<file path="config.mk">
export PLATFORM = sky130hd
export DESIGN_NAME = bcp_port
export DESIGN_NICKNAME = d
export VERILOG_FILES = /design/src/include/bcp_pkg.sv /design/src/core/bcp_port.sv /design/src/core/bcp_edge_detect.sv
export SDC_FILE = /design/constraint.sdc
export NUM_CORES = 1
export LEC_CHECK = 0
export CAP_MARGIN = 20
export CORE_MARGIN = 1.5
export CORE_UTILIZATION = 34
export CTS_CLUSTER_SIZE = 10
export DETAILED_ROUTE_END_ITERATION = 7
export DONT_BUFFER_PORTS = 1
export GPL_TIMING_DRIVEN = 0
export RECOVER_POWER = 100
export SLEW_MARGIN = 0
export SYNTH_ARGS = -nofsm -noshare
export SYNTH_HDL_FRONTEND = slang
export SYNTH_SLANG_ARGS = --single-unit
</file>
<file path="constraint.sdc">
create_clock -name hclk -period 2.2 [get_ports hclk]
set_input_delay 0.55 -clock hclk [delete_from_list [all_inputs] [get_ports hclk]]
set_output_delay 0.55 -clock hclk [all_outputs]
set_load 0.01 [all_outputs]
</file>
<file path="src/include/bcp_pkg.sv">
// Package of register offsets, field positions and reset values for the I/O port block
package bcp_pkg;
  localparam int unsigned BCP_PINS       = 7;
  localparam int unsigned BCP_ADDR_W     = 8;
  localparam logic [7:0] BCP_OFF_DATA     = 8'h00;
  localparam logic [7:0] BCP_OFF_DIR      = 8'h04;
  localparam logic [7:0] BCP_OFF_FUNC     = 8'h08;
  localparam logic [7:0] BCP_OFF_MODE     = 8'h0C;
  localparam logic [7:0] BCP_OFF_PULLUP   = 8'h10;
  localparam logic [7:0] BCP_OFF_FALL     = 8'h14;
  localparam logic [7:0] BCP_OFF_RISE     = 8'h18;
  localparam logic [7:0] BCP_OFF_DEBUG    = 8'h1C;
  localparam logic [7:0] BCP_OFF_EDGE     = 8'h20;
  localparam logic [6:0] BCP_RST_DATA     = 7'h00;
  localparam logic [6:0] BCP_RST_DIR      = 7'h7F;
  localparam logic [6:0] BCP_RST_ZERO     = 7'h00;
  localparam logic       BCP_RST_DEBUG_EN = 1'b1;
  localparam int unsigned BCP_NMI_BIT     = 2;
  localparam int unsigned BCP_DBG_BIT     = 5;
  localparam int unsigned BCP_IRQ_LO      = 2;
  localparam logic [1:0] BCP_HTRANS_NONSEQ = 2'b10;
endpackage

</file>
<file path="src/core/bcp_port.sv">
// Seven-pin general-purpose I/O port with AHB-Lite register access
//
// Operation
// - Write in output mode updates latch; latch drives the pin.
// - Latch holds last written value regardless of direction.
// - Write in input mode updates latch; driver stays off.
// - Read of output-mode pin returns latch, latch unchanged.
// - Read of input-mode pin returns pin level, latch unchanged.
// - Bit operations are whole-port 7-bit read-modify-write.
// - Operations on output ports work on latch and drive result.
// - Pull-up acts only in input mode; forced off in output mode.
// - Direction alone chooses pin level or latch on reads.
// - Seven pins, each bit individually configurable.
// - Per-pin falling and rising edge select bits.
// - Shared interrupt pin is a port pin after reset, no edge.
// - Shared debug pin starts as debug reset until enable cleared.
// - Debug pull-down connected while debug enabled, off when cleared.
// - Debug enable set makes shared pin debug reset regardless of select.
// - Direction bit 0 is output, 1 is input.
// - Function select 0 is port, 1 is alternate function.
// - Edge select decode: none, rising, falling, both.
`timescale 1ns/1ps
module bcp_port
  import bcp_pkg::*;
#(
  parameter int unsigned PINS = bcp_pkg::BCP_PINS
) (
  input  wire logic              hclk,          // System clock
  input  wire logic              hresetn,       // Async reset, active low
  input  wire logic              hsel,          // Slave select
  input  wire logic [31:0]       haddr,         // Byte address
  input  wire logic [1:0]        htrans,        // Transfer type
  input  wire logic              hwrite,        // Write not read
  input  wire logic [2:0]        hsize,         // Transfer size
  input  wire logic              hready,        // Bus ready in
  input  wire logic [31:0]       hwdata,        // Write data
  output logic      [31:0]       hrdata,        // Read data
  output logic                   hreadyout,     // Slave ready
  output logic                   hresp,         // Always OKAY
  input  wire logic [PINS-1:0]   pin_in,        // Pin levels
  output logic      [PINS-1:0]   pin_out,       // Output latch to pins
  output logic      [PINS-1:0]   pin_oe,        // Output driver enable
  output logic      [PINS-1:0]   pullup_en,     // Pull-up connect
  output logic                   debug_pulldown, // Debug pin pull-down connect
  output logic                   debug_reset_pin, // Debug reset level to debug unit
  output logic      [PINS-1:0]   alt_in,        // Pin levels to alternate functions
  output logic      [PINS-1:0]   alt_sel,       // Effective alternate selection
  output logic      [PINS-1:0]   mode_sel,      // Control mode 1/2 select
  output logic      [PINS-1:0]   mode_ext_sel,  // Control mode extension select
  output logic      [PINS-1:0]   irq_edge       // Edge pulse per pin
);
  import bcp_pkg::*;

  typedef struct packed {
    logic [PINS-1:0] latch;
    logic [PINS-1:0] pin_direction_reg;
    logic [PINS-1:0] pin_function_select_reg;
    logic [PINS-1:0] control_mode_select_reg;
    logic [PINS-1:0] control_mode_ext_select_reg;
    logic [PINS-1:0] pullup_enable_reg;
    logic [PINS-1:0] falling_edge_select_reg;
    logic [PINS-1:0] rising_edge_select_reg;
    logic [PINS-1:0] edge_seen;
    logic            debug_enable_bit;
    logic            wr_pend;
    logic [7:0]      wr_addr;
    logic [31:0]     rdata;
  } bcp_state_s;

  bcp_state_s st_reg;
  bcp_state_s st_next;

  logic [PINS-1:0] pin_sync;
  logic [PINS-1:0] edge_pulse;
  logic [PINS-1:0] port_view;
  logic [PINS-1:0] eff_alt;
  logic            take;
  logic [7:0]      a_off;

  // Per-pin synchroniser and edge detector
  for (genvar i = 0; i < PINS; i++) begin : g_pin
    bcp_edge_detect u_edge (
      .hclk     (hclk),
      .hresetn  (hresetn),
      .pin_in   (pin_in[i]),
      .fall_sel (st_reg.falling_edge_select_reg[i]),
      .rise_sel (st_reg.rising_edge_select_reg[i]),
      .level    (pin_sync[i]),
      .edge_hit (edge_pulse[i])
    );
  end

  assign take  = hsel & hready & htrans[1];
  assign a_off = haddr[7:0];

  // Direction alone picks latch or pin level
  assign port_view = (st_reg.pin_direction_reg & pin_sync)
                   | (~st_reg.pin_direction_reg & st_reg.latch);

  // Debug enable overrides the select on the shared debug pin
  always_comb begin
    eff_alt = st_reg.pin_function_select_reg;
    eff_alt[BCP_DBG_BIT] = st_reg.pin_function_select_reg[BCP_DBG_BIT]
                         | st_reg.debug_enable_bit;
  end

  always_comb begin
    st_next      = st_reg;
    st_next.edge_seen = st_reg.edge_seen | edge_pulse;
    st_next.wr_pend = take & hwrite;
    st_next.wr_addr = a_off;
    if (take && !hwrite) begin
      unique case (a_off)
        BCP_OFF_DATA:   st_next.rdata = {25'h0, port_view};
        BCP_OFF_DIR:    st_next.rdata = {25'h0, st_reg.pin_direction_reg};
        BCP_OFF_FUNC:   st_next.rdata = {25'h0, st_reg.pin_function_select_reg};
        BCP_OFF_MODE:   st_next.rdata = {17'h0, st_reg.control_mode_ext_select_reg,
                                         1'b0, st_reg.control_mode_select_reg};
        BCP_OFF_PULLUP: st_next.rdata = {25'h0, st_reg.pullup_enable_reg};
        BCP_OFF_FALL:   st_next.rdata = {25'h0, st_reg.falling_edge_select_reg};
        BCP_OFF_RISE:   st_next.rdata = {25'h0, st_reg.rising_edge_select_reg};
        BCP_OFF_DEBUG:  st_next.rdata = {31'h0, st_reg.debug_enable_bit};
        BCP_OFF_EDGE:   st_next.rdata = {25'h0, st_reg.edge_seen};
        default:        st_next.rdata = 32'h0000_0000;
      endcase
    end
    if (st_reg.wr_pend) begin
      unique case (st_reg.wr_addr)
        // Whole-port write; latch takes the value in either direction
        BCP_OFF_DATA:   st_next.latch = hwdata[PINS-1:0];
        BCP_OFF_DIR:    st_next.pin_direction_reg = hwdata[PINS-1:0];
        BCP_OFF_FUNC:   st_next.pin_function_select_reg = hwdata[PINS-1:0];
        BCP_OFF_MODE: begin
          st_next.control_mode_select_reg     = hwdata[PINS-1:0];
          st_next.control_mode_ext_select_reg = hwdata[8+PINS-1:8];
        end
        BCP_OFF_PULLUP: st_next.pullup_enable_reg = hwdata[PINS-1:0];
        BCP_OFF_FALL:   st_next.falling_edge_select_reg = hwdata[PINS-1:0];
        BCP_OFF_RISE:   st_next.rising_edge_select_reg = hwdata[PINS-1:0];
        BCP_OFF_DEBUG:  st_next.debug_enable_bit = hwdata[0];
        // Write-one-to-clear; a new edge in the same cycle wins
        BCP_OFF_EDGE:   st_next.edge_seen = (st_reg.edge_seen & ~hwdata[PINS-1:0])
                                          | edge_pulse;
        default: ;
      endcase
    end
  end

  always_ff @(posedge hclk or negedge hresetn) begin
    if (!hresetn) begin
      st_reg.latch                       <= BCP_RST_DATA;
      st_reg.pin_direction_reg           <= BCP_RST_DIR;
      st_reg.pin_function_select_reg     <= BCP_RST_ZERO;
      st_reg.control_mode_select_reg     <= BCP_RST_ZERO;
      st_reg.control_mode_ext_select_reg <= BCP_RST_ZERO;
      st_reg.pullup_enable_reg           <= BCP_RST_ZERO;
      st_reg.falling_edge_select_reg     <= BCP_RST_ZERO;
      st_reg.rising_edge_select_reg      <= BCP_RST_ZERO;
      st_reg.edge_seen                   <= BCP_RST_ZERO;
      st_reg.debug_enable_bit            <= BCP_RST_DEBUG_EN;
      st_reg.wr_pend                     <= 1'b0;
      st_reg.wr_addr                     <= 8'h00;
      st_reg.rdata                       <= 32'h0000_0000;
    end else begin
      st_reg <= st_next;
    end
  end

  assign hrdata    = st_reg.rdata;
  assign hreadyout = 1'b1;
  assign hresp     = 1'b0;

  // Driver on only for output-mode port pins
  assign pin_out = st_reg.latch;
  assign pin_oe  = ~st_reg.pin_direction_reg & ~eff_alt;
  assign pullup_en = st_reg.pullup_enable_reg & st_reg.pin_direction_reg;
  assign debug_pulldown  = st_reg.debug_enable_bit;
  assign debug_reset_pin = st_reg.debug_enable_bit & pin_sync[BCP_DBG_BIT];
  assign alt_in    = pin_sync;
  assign alt_sel   = eff_alt;
  assign mode_sel  = st_reg.control_mode_select_reg;
  assign mode_ext_sel = st_reg.control_mode_ext_select_reg;
  assign irq_edge  = edge_pulse;

  chk_pullup_output_off: assert property (@(posedge hclk) disable iff (!hresetn)
    (st_reg.pin_direction_reg[0] == 1'b0) |-> (pullup_en[0] == 1'b0))
    else $error("Pull-up on in output mode");

  chk_latch_write: assert property (@(posedge hclk) disable iff (!hresetn)
    (take && hwrite && a_off == BCP_OFF_DATA) ##1 1'b1 |=> (pin_out == $past(hwdata[PINS-1:0])))
    else $error("Latch did not take written data");

  chk_latch_hold: assert property (@(posedge hclk) disable iff (!hresetn)
    !(st_reg.wr_pend && st_reg.wr_addr == BCP_OFF_DATA) |=> $stable(pin_out))
    else $error("Latch changed without a write");

  chk_input_no_drive: assert property (@(posedge hclk) disable iff (!hresetn)
    (pin_oe & st_reg.pin_direction_reg) == '0)
    else $error("Driver on in input mode");

  chk_read_view: assert property (@(posedge hclk) disable iff (!hresetn)
    (take && !hwrite && a_off == BCP_OFF_DATA && !st_reg.wr_pend)
    |=> (hrdata[PINS-1:0] == $past(port_view)))
    else $error("Data read not chosen by direction");

  chk_debug_pulldown: assert property (@(posedge hclk) disable iff (!hresetn)
    (st_reg.wr_pend && st_reg.wr_addr == BCP_OFF_DEBUG && !hwdata[0]) |=> !debug_pulldown)
    else $error("Pull-down still on after debug disable");

  chk_debug_override: assert property (@(posedge hclk) disable iff (!hresetn)
    st_reg.debug_enable_bit |-> (alt_sel[BCP_DBG_BIT] && !pin_oe[BCP_DBG_BIT]))
    else $error("Debug pin not held as debug reset");

  chk_nmi_reset_port: assert property (@(posedge hclk)
    $rose(hresetn) |-> (!alt_sel[BCP_NMI_BIT] && st_reg.falling_edge_select_reg == '0
                        && st_reg.rising_edge_select_reg == '0))
    else $error("Shared interrupt pin not a plain port after reset");

  chk_debug_reset_val: assert property (@(posedge hclk)
    $rose(hresetn) |-> debug_pulldown)
    else $error("Debug enable not set after reset");

  // Register writes land at the end of their data phase
  chk_dir_write: assert property (@(posedge hclk) disable iff (!hresetn)
    (st_reg.wr_pend && st_reg.wr_addr == BCP_OFF_DIR)
    |=> (st_reg.pin_direction_reg == $past(hwdata[PINS-1:0])))
    else $error("Direction write lost");

  chk_func_write: assert property (@(posedge hclk) disable iff (!hresetn)
    (st_reg.wr_pend && st_reg.wr_addr == BCP_OFF_FUNC)
    |=> (st_reg.pin_function_select_reg == $past(hwdata[PINS-1:0])))
    else $error("Function select write lost");

  chk_mode_write: assert property (@(posedge hclk) disable iff (!hresetn)
    (st_reg.wr_pend && st_reg.wr_addr == BCP_OFF_MODE)
    |=> (mode_sel == $past(hwdata[PINS-1:0])
         && mode_ext_sel == $past(hwdata[8+PINS-1:8])))
    else $error("Control mode write lost");

  chk_pullup_write: assert property (@(posedge hclk) disable iff (!hresetn)
    (st_reg.wr_pend && st_reg.wr_addr == BCP_OFF_PULLUP)
    |=> (st_reg.pullup_enable_reg == $past(hwdata[PINS-1:0])))
    else $error("Pull-up enable write lost");

  chk_fall_write: assert property (@(posedge hclk) disable iff (!hresetn)
    (st_reg.wr_pend && st_reg.wr_addr == BCP_OFF_FALL)
    |=> (st_reg.falling_edge_select_reg == $past(hwdata[PINS-1:0])))
    else $error("Falling edge select write lost");

  chk_rise_write: assert property (@(posedge hclk) disable iff (!hresetn)
    (st_reg.wr_pend && st_reg.wr_addr == BCP_OFF_RISE)
    |=> (st_reg.rising_edge_select_reg == $past(hwdata[PINS-1:0])))
    else $error("Rising edge select write lost");

  chk_debug_write: assert property (@(posedge hclk) disable iff (!hresetn)
    (st_reg.wr_pend && st_reg.wr_addr == BCP_OFF_DEBUG)
    |=> (st_reg.debug_enable_bit == $past(hwdata[0])))
    else $error("Debug enable write lost");

  // Read data shows register contents as they stood in the address phase
  chk_read_dir: assert property (@(posedge hclk) disable iff (!hresetn)
    (take && !hwrite && a_off == BCP_OFF_DIR)
    |=> (hrdata[PINS-1:0] == $past(st_reg.pin_direction_reg)))
    else $error("Direction read mismatch");

  chk_read_func: assert property (@(posedge hclk) disable iff (!hresetn)
    (take && !hwrite && a_off == BCP_OFF_FUNC)
    |=> (hrdata[PINS-1:0] == $past(st_reg.pin_function_select_reg)))
    else $error("Function select read mismatch");

  chk_read_mode: assert property (@(posedge hclk) disable iff (!hresetn)
    (take && !hwrite && a_off == BCP_OFF_MODE)
    |=> (hrdata[PINS-1:0] == $past(st_reg.control_mode_select_reg)
         && hrdata[8+PINS-1:8] == $past(st_reg.control_mode_ext_select_reg)))
    else $error("Control mode read mismatch");

  chk_read_pullup: assert property (@(posedge hclk) disable iff (!hresetn)
    (take && !hwrite && a_off == BCP_OFF_PULLUP)
    |=> (hrdata[PINS-1:0] == $past(st_reg.pullup_enable_reg)))
    else $error("Pull-up enable read mismatch");

  chk_read_fall: assert property (@(posedge hclk) disable iff (!hresetn)
    (take && !hwrite && a_off == BCP_OFF_FALL)
    |=> (hrdata[PINS-1:0] == $past(st_reg.falling_edge_select_reg)))
    else $error("Falling edge select read mismatch");

  chk_read_rise: assert property (@(posedge hclk) disable iff (!hresetn)
    (take && !hwrite && a_off == BCP_OFF_RISE)
    |=> (hrdata[PINS-1:0] == $past(st_reg.rising_edge_select_reg)))
    else $error("Rising edge select read mismatch");

  chk_read_debug: assert property (@(posedge hclk) disable iff (!hresetn)
    (take && !hwrite && a_off == BCP_OFF_DEBUG)
    |=> (hrdata[0] == $past(st_reg.debug_enable_bit)))
    else $error("Debug enable read mismatch");

  chk_rdata_hold: assert property (@(posedge hclk) disable iff (!hresetn)
    !(take && !hwrite)
    |=> $stable(hrdata))
    else $error("Read data changed without a read");

  chk_read_no_side: assert property (@(posedge hclk) disable iff (!hresetn)
    (take && !hwrite && a_off == BCP_OFF_DATA && !st_reg.wr_pend)
    |=> $stable(st_reg.latch))
    else $error("Data read disturbed the latch");

  // Sticky edge flags: a new edge beats a clear in the same cycle
  chk_edge_set: assert property (@(posedge hclk) disable iff (!hresetn)
    (edge_pulse != '0)
    |=> ((st_reg.edge_seen & $past(edge_pulse)) == $past(edge_pulse)))
    else $error("Edge pulse not recorded");

  chk_edge_hold: assert property (@(posedge hclk) disable iff (!hresetn)
    (edge_pulse == '0 && !(st_reg.wr_pend && st_reg.wr_addr == BCP_OFF_EDGE))
    |=> $stable(st_reg.edge_seen))
    else $error("Edge flags changed with no edge or clear");

  chk_edge_clear: assert property (@(posedge hclk) disable iff (!hresetn)
    (st_reg.wr_pend && st_reg.wr_addr == BCP_OFF_EDGE && edge_pulse == '0)
    |=> ((st_reg.edge_seen & $past(hwdata[PINS-1:0])) == '0))
    else $error("Edge flag not cleared");

  // Pin side
  chk_output_drive: assert property (@(posedge hclk) disable iff (!hresetn)
    (~st_reg.pin_direction_reg & ~alt_sel & ~pin_oe) == '0)
    else $error("Output-mode port pin not driven");

  chk_pullup_input: assert property (@(posedge hclk) disable iff (!hresetn)
    pullup_en == (st_reg.pullup_enable_reg & st_reg.pin_direction_reg))
    else $error("Pull-up not following enable in input mode");

  chk_debug_pin_off: assert property (@(posedge hclk) disable iff (!hresetn)
    !st_reg.debug_enable_bit |-> !debug_reset_pin)
    else $error("Debug reset active with debug disabled");

  chk_debug_pin_follow: assert property (@(posedge hclk) disable iff (!hresetn)
    st_reg.debug_enable_bit |-> (debug_reset_pin == pin_sync[BCP_DBG_BIT]))
    else $error("Debug reset not following its pin");

  chk_alt_port: assert property (@(posedge hclk) disable iff (!hresetn)
    !st_reg.debug_enable_bit |-> (alt_sel == st_reg.pin_function_select_reg))
    else $error("Alternate selection not from function select");
endmodule // bcp_port

</file>
<file path="src/core/bcp_edge_detect.sv">
// One pin's synchroniser and selectable edge detector
`timescale 1ns/1ps
module bcp_edge_detect (
  input  wire logic hclk,      // System clock
  input  wire logic hresetn,   // Async reset, active low
  input  wire logic pin_in,    // Raw pin level
  input  wire logic fall_sel,  // Falling edge enable
  input  wire logic rise_sel,  // Rising edge enable
  output logic      level,     // Synchronised level
  output logic      edge_hit   // One-cycle edge pulse
);
  typedef struct packed {
    logic meta;
    logic sync;
    logic last;
    logic hit;
  } bcp_sync_s;
  bcp_sync_s st_reg;
  bcp_sync_s st_next;

  always_comb begin
    st_next      = st_reg;
    st_next.meta = pin_in;
    st_next.sync = st_reg.meta;
    st_next.last = st_reg.sync;
    st_next.hit  = (rise_sel & st_reg.sync & ~st_reg.last)
                 | (fall_sel & ~st_reg.sync & st_reg.last);
  end

  always_ff @(posedge hclk or negedge hresetn) begin
    if (!hresetn) begin
      st_reg <= '0;
    end else begin
      st_reg <= st_next;
    end
  end

  assign level    = st_reg.sync;
  assign edge_hit = st_reg.hit;

  chk_no_edge_off: assert property (@(posedge hclk) disable iff (!hresetn)
    (!$past(fall_sel) && !$past(rise_sel)) |-> !edge_hit)
    else $error("Edge reported with no edge selected");
endmodule // bcp_edge_detect

</file>
Word-level counts from Yosys, hierarchy flattened
Cells that the tools add are included.

Output and inout port bits: 92. Register bits: 133.

Multiplexer cells: 4. Bitwise logic cells: 65. Reduce and logical (&&, ||, !) cells: 12. Eq/ne operators: 16.

Operators by type and width (number): case mux 15 bit (9 select lines) (1); equality test 8 x 5 -> 1 bit (second input constant) (8); AND 7 bit (5); AND 1 bit (32); equality test 8 x 4 -> 1 bit (second input constant) (4); inverter 7 bit (3); bitwise OR 7 bit (3); equality test 8 x 3 -> 1 bit (second input constant) (2); equality test 8 x 6 -> 1 bit (second input constant) (2); zero test 8 bit (2); AND reduction 2 bit (8); inverter 1 bit (14); two-way mux 8 bit (1); bitwise OR 1 bit (8); two-way mux 7 bit (1); logical AND 1 bit (1); zero test 1 bit (1); two-way mux 1 bit (1).

Longest topological paths before layout
Gate-level depths: netlist of run 1.

Depth in word-level cells: 5. Gate-level depth with buffers: 7. Depth with buffers taken out: 5.

Cells and area by module
Synthesis of run 1 repeated with hierarchy kept, for this count alone.

Cells, all modules: 427. Area, all modules: 5342.6 um^2.

By module, submodules not included: bcp_port (sequential area each 2187.1 um^2, area an instance 4501.8 um^2, instances 1, cells an instance 378); bcp_edge_detect (sequential area each 100.1 um^2, area an instance 120.1 um^2, instances 7, cells an instance 7).

Worst setup path after synthesis of run 1
No wires, ideal clock.

Kind: input port to flip-flop. Start point: input haddr[1]. End point: register st_reg (netlist bit hrdata[10]). Data required time: 2.136 ns. Stages: 5. Library setup time: 0.064 ns. Buffers on the path: 1. Arrival: 1.722 ns. Setup slack: 0.414 ns. Cell sequence: nor4_4 -> nor3b_4 -> and4_1 -> buf_6 -> a22o_2.

Cells in the longest elaborated chain, start to end: 2. Elaborated cells on any way between the ends: 10. Those cells by class: 8 x eq/ne; 1 x mux; 1 x reduce/logical.

RTL lines: from (decl) (RTL line bcp_port.sv:31) `input wire logic [31:0] haddr,`; equality test 8 x 6 -> 1 bit (tied with other cells) (RTL line bcp_port.sv:113) `unique case (a_off)`; case mux 15 bit (9 select lines) (*) (RTL line bcp_port.sv:113); to (signal assigned) (RTL line bcp_port.sv:165) `st_reg <= st_next;`; to (decl) (RTL line bcp_port.sv:70) `bcp_state_s st_reg;`.

Every way passes the cells marked *; elsewhere a longest branch is shown, timed or not. A chain may end at the register's enable or synchronous reset.

Worst setup path in the final report of run 1
Start point: register st_reg[33] (netlist name). End point: register st_reg[63] (netlist name).

Cells in the longest elaborated chain, start to end: 2.

RTL lines: equality test 8 x 5 -> 1 bit (RTL line bcp_port.sv:128) `unique case (st_reg.wr_addr)`; AND reduction 2 bit (no line).

No other way between the ends.

==> impl_metrics.env, run 1 <==
export IMPL_stdcell_count=701
export IMPL_ios=173
export IMPL_synth_edff_count=0
export IMPL_ant_nets=0
export IMPL_dp_hpwl_microns=8960
export IMPL_synth_top_cell_area_share_pct=50.2
export IMPL_worst_pin_slew_ns=0.738
export IMPL_ys_flop_type="dfrtp_1"
export IMPL_drive_above_1_share_pct=28.4
export IMPL_finalHoldViolCount=108
export IMPL_die_area_sq_um=16500
export IMPL_ir_drop_mv=0.524
export IMPL_area_delta_synth_final_pct=14.4
export IMPL_maxCapViolations=0
export IMPL_reg2reg_from="st_reg[33]$_DFF_PN0_"
export IMPL_die_w_microns=128
export IMPL_cts_buffer_depth=2
export IMPL_numCtsBuffers=17
export IMPL_postCtsResizedCells=0
export IMPL_status="complete, but fails checks"
export IMPL_reg2reg_depth=4
export IMPL_dr_pass1_iters=4
export IMPL_port_buffers=0
export IMPL_crit_arrival_ns=2.36
export IMPL_synth_seq_area_share_pct=54.1
export IMPL_ys_warnings_count=0
export IMPL_vias_per_cell=4.85
export IMPL_start_util_pct=35.0
export IMPL_finalNetCount=558
export IMPL_drtIter0Drc=123
export IMPL_p_per_area_nw_per_um2=907
export IMPL_synth_mux_area_share_pct=15.1
export IMPL_finClkSkew_ns=0.00828
export IMPL_syn_cell_area_sq_um=5340
export IMPL_syn_instance_count=438
export IMPL_ys_types=47
export IMPL_period_needed_ns=2.06
export IMPL_timing_hold_ws_ns=-0.175
export IMPL_cts_tree="done"
export IMPL_grt_pass1_vias=3334
export IMPL_synth_simple_area_share_pct=10.9
export IMPL_gp_congestion=0.822
export IMPL_ys_top_cells_by_count="dfrtp_1, buf_4, mux2_2"
export IMPL_via_count=3401
export IMPL_htree_levels=4
export IMPL_relSlewSlack_pct=50.6
export IMPL_post_drt_wl_per_cell_microns=18.5
export IMPL_period_share_pct=93.7
export IMPL_synth_top_family_by_area="multiplexers"
export IMPL_hp_class="input pin to async pin"
export IMPL_rows=45
export IMPL_avgSynthCellArea_sq_um=12.2
export IMPL_grt_pass1_wl_microns=19700
export IMPL_overflow=0
export IMPL_worstSetupStartpoint="st_reg[33]$_DFF_PN0_"
export IMPL_rsz0062_at_grt="false"
export IMPL_cts_num_sinks=115
export IMPL_slew_violations=0
export IMPL_grt_total_usage_pct=16.6
export IMPL_yosys_area_share_xor_xnor_pct=0
export IMPL_violations="hold timing"
export IMPL_critPathLaunchType="register"
export IMPL_path_clk_slew_ns=0.05
export IMPL_grt_max_degree=116
export IMPL_antenna_found_initial=0
export IMPL_largest_register_ffs=45
export IMPL_coreArea_sq_um=15300
export IMPL_ys_ff_latch=115
export IMPL_synth_area_leaders="dfrtp_1, mux2_2, buf_4"
export IMPL_critPathKind="register to register"
export IMPL_crit_required_ns=2.50
export IMPL_leakage_nw=2.66
export IMPL_crit_path_end_kind="register"
export IMPL_synth_compound_area_share_pct=8.07
export IMPL_cts_root_buf="clkbuf_16"
export IMPL_max_freq_mhz=485
export IMPL_clk_latency_ns=0.42
export IMPL_post_synth_top_count_cell="dfrtp_1"
export IMPL_synthAdderAreaFrac_pct=0
export IMPL_fin_util_pct=40.0
export IMPL_setup_violations=0
export IMPL_route_final_wire_length_microns=13000
export IMPL_regToRegSetupSlack_ns=0.14
export IMPL_cp_max_fo=7
export IMPL_yosys_area_top_type="dfrtp_1"
export IMPL_diodes=0
export IMPL_dieHeight_microns=128
export IMPL_synthArstFlopShare_pct=100
export IMPL_critPathCapture="st_reg[63]$_DFFE_PN0P_"
export IMPL_r2r_end="st_reg[63]$_DFFE_PN0P_"
export IMPL_dpl_cell_count=667
export IMPL_drc=0
==> worst min-delay path by stage <==
stage                  from                                    to  slack [ns]
global route        hresetn  g_pin[2].u_edge.st_next[2]$_DFF_PN0_       -0.20
global placement    hresetn  g_pin[2].u_edge.st_next[2]$_DFF_PN0_        0.26
finish              hresetn  g_pin[2].u_edge.st_next[2]$_DFF_PN0_       -0.17
detailed placement  hresetn  g_pin[2].u_edge.st_next[2]$_DFF_PN0_        0.26
floorplan           hresetn                alt_sel[0]$_DFFE_PN0P_        0.25
CTS                 hresetn  g_pin[2].u_edge.st_next[2]$_DFF_PN0_       -0.19
==> kinds of logic after synthesis <==
group           after synthesis
buf+inv                      87
simple gates                 99
compound gates               63
flops                       115
other cells                   2
mux                          72
==> timing repair <==
action,CTS,global route
buffers inserted,0,2
setup endpoints to repair,0,3
hold endpoints to repair,115,115
==> metrics by stage <==
stage	total power, mW	TNS [ns]	setup slack, ns	area (sq um)
CTS	5.63	0	0.0815	6320
floorplan	2.52	0	0.414	5400
global placement	2.58	-0.267	-0.0399	5670
finish	5.53	0	0.138	6100
global route	5.74	0	0.0488	6100
detailed placement	2.59	-0.259	-0.0426	5670
==> critical path, stage by stage, from the launching register on <==
cell,delay (ns)
dfrtp_1,0.37
nor3b_2,0.38
or3b_4,0.51
nor2_4,0.32
mux2_2,0.37
==> metal layers <==
metal,GRT usage [%],vias to the layer above,share of wire [%],wire length [microns]
met4,8.79,0,3.2,409
met5,0,-,0,0
met1,21.1,1693,44,5720
met2,25.1,141,46,5950
li1,-,1541,-,-
met3,5.47,26,7.0,903
==> final cells by class <==
cell class | instances | area, sq um
Clock inverter | 9 | 148
Sequential cell | 115 | 2890
Clock buffer | 23 | 508
Buffer | 84 | 398
Fill cell | 1461 | 9160
Inverter | 3 | 11.3
Tap cell | 211 | 264
Multi-Input combinational cell | 254 | 1880
Timing Repair Buffer | 2 | 11.3
==> report_power, final <==
| group | internal (mW) | switching [mW] |
|---|---|---|
| Combinational | 0.110 | 0.145 |
| Clock | 2.07 | 0.952 |
| Sequential | 2.20 | 0.0621 |
==> placed cells by master, fill, tap and decap left out, drive strengths merged, types with 9 or more instances in the layout <==
cell type	instances
mux2	59
clkbuf	85
a22oi	9
dfrtp	107
o21ai	18
conb	20
nand2	29
mux2i	12
nor2	25
buf	24
No activity file was read; power rests on OpenSTA's default activity.
==> inputs of run 2 (changes only) <==
--- a/config.mk
+++ b/config.mk
@@ -13,6 +13,7 @@
 export DONT_BUFFER_PORTS = 1
 export GPL_TIMING_DRIVEN = 0
 export RECOVER_POWER = 100
+export SETUP_SLACK_MARGIN = 0.2
 export SLEW_MARGIN = 0
 export SYNTH_ARGS = -nofsm -noshare
 export SYNTH_HDL_FRONTEND = slang
==> impl_metrics.env, run 2 (synthesis gave the netlist of run 1 again) <==
export IMPL_status="complete, but fails checks"
export IMPL_violations="hold timing"
export IMPL_switching_share_pct=21.0
export IMPL_critPathKind="register to register"
export IMPL_route_final_wire_length_microns=13000
export IMPL_finClkSkew_ns=0.00801
export IMPL_numCtsBuffers=17
export IMPL_grt_pass1_vias=3362
export IMPL_area_delta_synth_final_pct=14.4
export IMPL_grt_total_usage_pct=16.7
export IMPL_ant_nets=0
export IMPL_crit_required_ns=2.50
export IMPL_slew_violations=0
export IMPL_fillers=1459
export IMPL_reg2reg_from="st_reg[37]$_DFF_PN0_"
export IMPL_coreArea_sq_um=15300
export IMPL_maxCapViolations=0
export IMPL_final_area_sq_um=6110
export IMPL_overflow=0
export IMPL_combinationalPowerShare_pct=4.6
export IMPL_gp_congestion=0.822
export IMPL_cts_buffer_depth=2
export IMPL_power_switching_mw=1.16
export IMPL_critPathLaunchType="register"
export IMPL_max_freq_mhz=499
export IMPL_drive_above_1_share_pct=28.4
export IMPL_finalHoldViolCount=108
export IMPL_p_per_area_nw_per_um2=907
export IMPL_stdcell_count=701
export IMPL_rows=45
export IMPL_post_drt_wl_per_cell_microns=18.6
export IMPL_ir_drop_mv=0.523
export IMPL_dpl_cell_count=667
export IMPL_power_mw=5.54
export IMPL_p_int_mw=4.38
export IMPL_rsz0062_at_grt="false"
export IMPL_setup_violations=0
export IMPL_period_needed_ns=2.00
export IMPL_via_count=3434
export IMPL_port_buffers=0
export IMPL_grt_pass1_wl_microns=19800
export IMPL_crit_arrival_ns=2.30
export IMPL_cp_max_fo=7
export IMPL_relSlewSlack_pct=52.8
export IMPL_r2r_end="st_reg[52]$_DFFE_PN0P_"
export IMPL_largest_register_ffs=45
export IMPL_grt_max_degree=116
export IMPL_drtIter0Drc=174
export IMPL_crit_path_end_kind="register"
export IMPL_vias_per_cell=4.90
export IMPL_worst_pin_slew_ns=0.707
export IMPL_pwr_share_seq_pct=40.8
export IMPL_mostFrequentLayoutCells="dfrtp_1, clkbuf_1, mux2_2"
export IMPL_clk_latency_ns=0.42
export IMPL_cts_num_sinks=115
export IMPL_cts_tree="done"
export IMPL_path_clk_slew_ns=0.05
export IMPL_hp_class="input pin to async pin"
export IMPL_leakage_nw=2.63
export IMPL_htree_levels=4
export IMPL_dr_pass1_iters=5
export IMPL_dieHeight_microns=128
export IMPL_timing_hold_ws_ns=-0.174
export IMPL_period_share_pct=91.1
export IMPL_start_util_pct=35.0
export IMPL_ios=173
export IMPL_dp_hpwl_microns=8960
export IMPL_regToRegSetupSlack_ns=0.20
export IMPL_place_area_sq_um=5670
export IMPL_reg2reg_depth=3
export IMPL_final_common_cell="dfrtp_1"
export IMPL_diodes=0
export IMPL_cts_root_buf="clkbuf_16"
export IMPL_die_w_microns=128
export IMPL_drc=0
export IMPL_antenna_found_initial=0
export IMPL_finalNetCount=558
export IMPL_die_area_sq_um=16500
export IMPL_p_clk_share_pct=54.6
## run 2: power groups by stage
stage	logic, mW	clock network [mW]	registers [mW]
final	0.256	3.02	2.26
after global routing	0.280	3.19	2.27
after CTS	0.289	3.08	2.26
after detailed placement	0.288	0	2.30
after global placement	0.285	0	2.30
after floorplan	0.244	0	2.28
## run 2: per-stage QoR
stage	TNS [ns]	setup WS (ns)	utilization, %
2_1_floorplan	0	0.414	-
5_1_grt	0	0.139	40.0
6_report	0	0.197	40.0
4_1_cts	0	0.226	41.6
3_3_place_gp	-0.267	-0.0399	37.1
3_5_place_dp	-0.259	-0.0426	37.1
## run 2: area by class of cell
type                       instances  area (sq um)  area share [%]
sequential                       115          2890            47.3
multi-input combinational        254          1880            30.7
clock buffer                      23           508            8.32
buffer                            84           404            6.62
tap                              211           264            4.32
clock inverter                     9           148            2.42
inverter                           3          11.3           0.184
timing repair buffer               2          7.51           0.123
## run 2: how the worst max path moves through the flow
| stage | from | to | slack [ns] | cells after the start |
|---|---|---|---|---|
| CTS | st_reg[33]$_DFF_PN0_ | pin_out[2]$_DFFE_PN0P_ | 0.23 | 4 |
| global placement | haddr[1] | hrdata[9]$_DFFE_PN0P_ | -0.04 | 5 |
| detailed placement | haddr[1] | hrdata[8]$_DFFE_PN0P_ | -0.04 | 5 |
| global route | st_reg[32]$_DFF_PN0_ | pin_out[0]$_DFFE_PN0P_ | 0.14 | 4 |
| floorplan | haddr[1] | hrdata[10]$_DFFE_PN0P_ | 0.41 | 5 |
| finish | st_reg[37]$_DFF_PN0_ | st_reg[52]$_DFFE_PN0P_ | 0.20 | 3 |
## run 2: timing repair
item,4_1_cts,5_1_grt
resized for setup,3,0
hold endpoints to repair,115,115
pin swaps,1,2
endpoints found under the setup margin,31,7
setup buffers,1,1
## run 2: critical path: stages, from the launching register on
cell and delay, ns:
dfrtp_1 0.41, or4b_4 0.59, nor2_2 0.48, mux2_2 0.40
## run 2: routing by layer
metal | share of wire, % | GRT usage [%]
met4 | 3.3 | 8.79
met5 | 0 | 0
met2 | 45 | 25.3
met3 | 7.2 | 5.68
met1 | 44 | 21.1
==> inputs of run 3 (changes only) <==
--- a/config.mk
+++ b/config.mk
@@ -7,7 +7,7 @@
 export LEC_CHECK = 0
 export CAP_MARGIN = 20
 export CORE_MARGIN = 1.5
-export CORE_UTILIZATION = 34
+export CORE_UTILIZATION = 25
 export CTS_CLUSTER_SIZE = 10
 export DETAILED_ROUTE_END_ITERATION = 7
 export DONT_BUFFER_PORTS = 1
==> impl_metrics.env, run 3 (synthesis gave the netlist of run 1 again) <==
export IMPL_status="complete, but fails checks"
export IMPL_route_final_wire_length_microns=14000
export IMPL_route_met3_wl_microns=1190
export IMPL_drtIter0Drc=184
export IMPL_fin_util_pct=29.6
export IMPL_post_drt_wl_per_cell_microns=18.3
export IMPL_worst_pin_slew_ns=0.645
export IMPL_cts_num_sinks=115
export IMPL_cp_max_fo=7
export IMPL_final_common_cell="dfrtp_1"
export IMPL_antenna_found_initial=0
export IMPL_drc=0
export IMPL_vias_per_cell=4.45
export IMPL_finalNetCount=558
export IMPL_diodes=0
export IMPL_regToRegSetupSlack_ns=0.17
export IMPL_path_buf_inv=0
export IMPL_cts_tree="done"
export IMPL_hp_class="input pin to async pin"
export IMPL_cts_buffer_depth=2
export IMPL_port_buffers=0
export IMPL_crit_arrival_ns=2.32
export IMPL_highest_layer="met4"
export IMPL_slowest_delay_ns=0.48
export IMPL_mostFrequentLayoutCells="dfrtp_1, clkbuf_1, mux2_2"
export IMPL_timing_hold_ws_ns=-0.179
export IMPL_die_w_microns=149
export IMPL_period_needed_ns=2.03
export IMPL_relSlewSlack_pct=56.9
export IMPL_ir_drop_mv=0.509
export IMPL_dr_pass1_iters=4
export IMPL_period_share_pct=92.2
export IMPL_dp_hpwl_microns=10100
export IMPL_fillers=2189
export IMPL_die_area_sq_um=22200
export IMPL_ant_nets=0
export IMPL_met2WireLength_microns=6490
export IMPL_largest_register_ffs=45
export IMPL_gp_congestion=0.829
export IMPL_area_delta_synth_final_pct=16.1
export IMPL_cts_root_buf="clkbuf_16"
export IMPL_htree_levels=4
export IMPL_rows=53
export IMPL_reg2reg_depth=4
export IMPL_leakage_nw=2.62
export IMPL_maxCapViolations=0
export IMPL_violations="hold timing"
export IMPL_crit_required_ns=2.50
export IMPL_drive_above_1_share_pct=28.8
export IMPL_crit_path_end_kind="register"
export IMPL_critPathLaunchType="register"
export IMPL_setup_tns_ns=0
export IMPL_r2r_end="st_reg[63]$_DFFE_PN0P_"
export IMPL_p_per_area_nw_per_um2=905
export IMPL_coreArea_sq_um=21000
export IMPL_start_util_pct=25.5
export IMPL_finalHoldViolCount=107
export IMPL_setup_violations=0
export IMPL_place_ws_ns=0.0321
export IMPL_path_clk_slew_ns=0.06
export IMPL_overflow=0
export IMPL_slew_violations=0
export IMPL_crit_slowest_cell="or3b_4"
export IMPL_crit_family="simple AND/OR/NAND/NOR gates"
export IMPL_cp_cell_sequence="nor3b_4, or3b_4, nor2_4, mux2_2"
export IMPL_multi_input_area_sq_um=1880
export IMPL_via_count=3408
export IMPL_rsz0062_at_grt="false"
export IMPL_seq_area_sq_um=2890
export IMPL_grt_pass1_vias=3532
export IMPL_grt_pass1_wl_microns=21200
export IMPL_max_freq_mhz=493
export IMPL_finClkSkew_ns=0.0122
export IMPL_grt_max_degree=116
export IMPL_numCtsBuffers=17
export IMPL_grt_total_usage_pct=13.1
export IMPL_wl_met1_microns=5850
export IMPL_reg2reg_from="st_reg[32]$_DFF_PN0_"
export IMPL_ios=173
export IMPL_fin_ws_ns=0.172
export IMPL_critPathKind="register to register"
export IMPL_dieHeight_microns=149
export IMPL_clk_latency_ns=0.42
## run 3: changes by cell type in the layout (fill, tap and decap cells not counted), sizes merged
cell,previous run,this run
buf,25,24
bufinv,4,5
clkbuf,84,80
clkinv,5,3
clkinvlp,1,4
inv,2,5
## run 3: where the power goes
part,internal [mW],switching [mW],leakage (nW)
Combinational,0.111,0.150,0.895
Clock,2.05,1.03,0.310
Sequential,2.20,0.0646,1.41
## run 3: timing repair
item,4_1_cts,5_1_grt
resized for setup,2,1
endpoints found under the setup margin,31,13
pin swaps,1,2
endpoints found under the hold margin,115,109
setup buffers,1,1
## run 3: worst register-to-register path: stages (launching register included)
cell	delay [ns]
dfrtp_1	0.39
nor3b_4	0.33
or3b_4	0.48
nor2_4	0.34
mux2_2	0.38
## run 3: cell type report
type / instances / share of cell area (%)
plain buffers: 84 / 6.50
clock buffers: 18 / 7.09
clock inverters: 14 / 3.61
inverters: 3 / 0.182
multi-input cells: 254 / 30.3
flip-flops and latches: 115 / 46.6
well taps: 275 / 5.55
repair buffers: 2 / 0.182
## run 3: how the worst max path moves through the flow
stage / from / end / depth (start not counted) / slack [ns]
after detailed placement: haddr[1] / hrdata[13]$_DFFE_PN0P_ / 5 / 0.03
after global routing: st_reg[32]$_DFF_PN0_ / pin_out[2]$_DFFE_PN0P_ / 4 / 0.12
after CTS: st_reg[33]$_DFF_PN0_ / pin_out[1]$_DFFE_PN0P_ / 4 / 0.20
after global placement: haddr[1] / hrdata[13]$_DFFE_PN0P_ / 5 / 0.04
after floorplan: haddr[1] / hrdata[10]$_DFFE_PN0P_ / 5 / 0.41
final: st_reg[32]$_DFF_PN0_ / st_reg[63]$_DFFE_PN0P_ / 4 / 0.17
## run 3: per-layer routing
layer | vias up | track usage [%]
met2 | 141 | 20.3
met4 | 0 | 7.18
li1 | 1529 | -
met1 | 1704 | 15.5
met3 | 34 | 5.17
met5 | - | 0
## run 3: per-stage QoR
step	instances	hold WS, ns	cell area [sq um]	power [mW]
after global routing	765	-0.207	6200	5.83
after global placement	731	0.259	5750	2.59
after floorplan	456	0.254	5400	2.52
final	765	-0.179	6200	5.61
after CTS	764	-0.203	6430	5.72
after detailed placement	731	0.258	5750	2.59
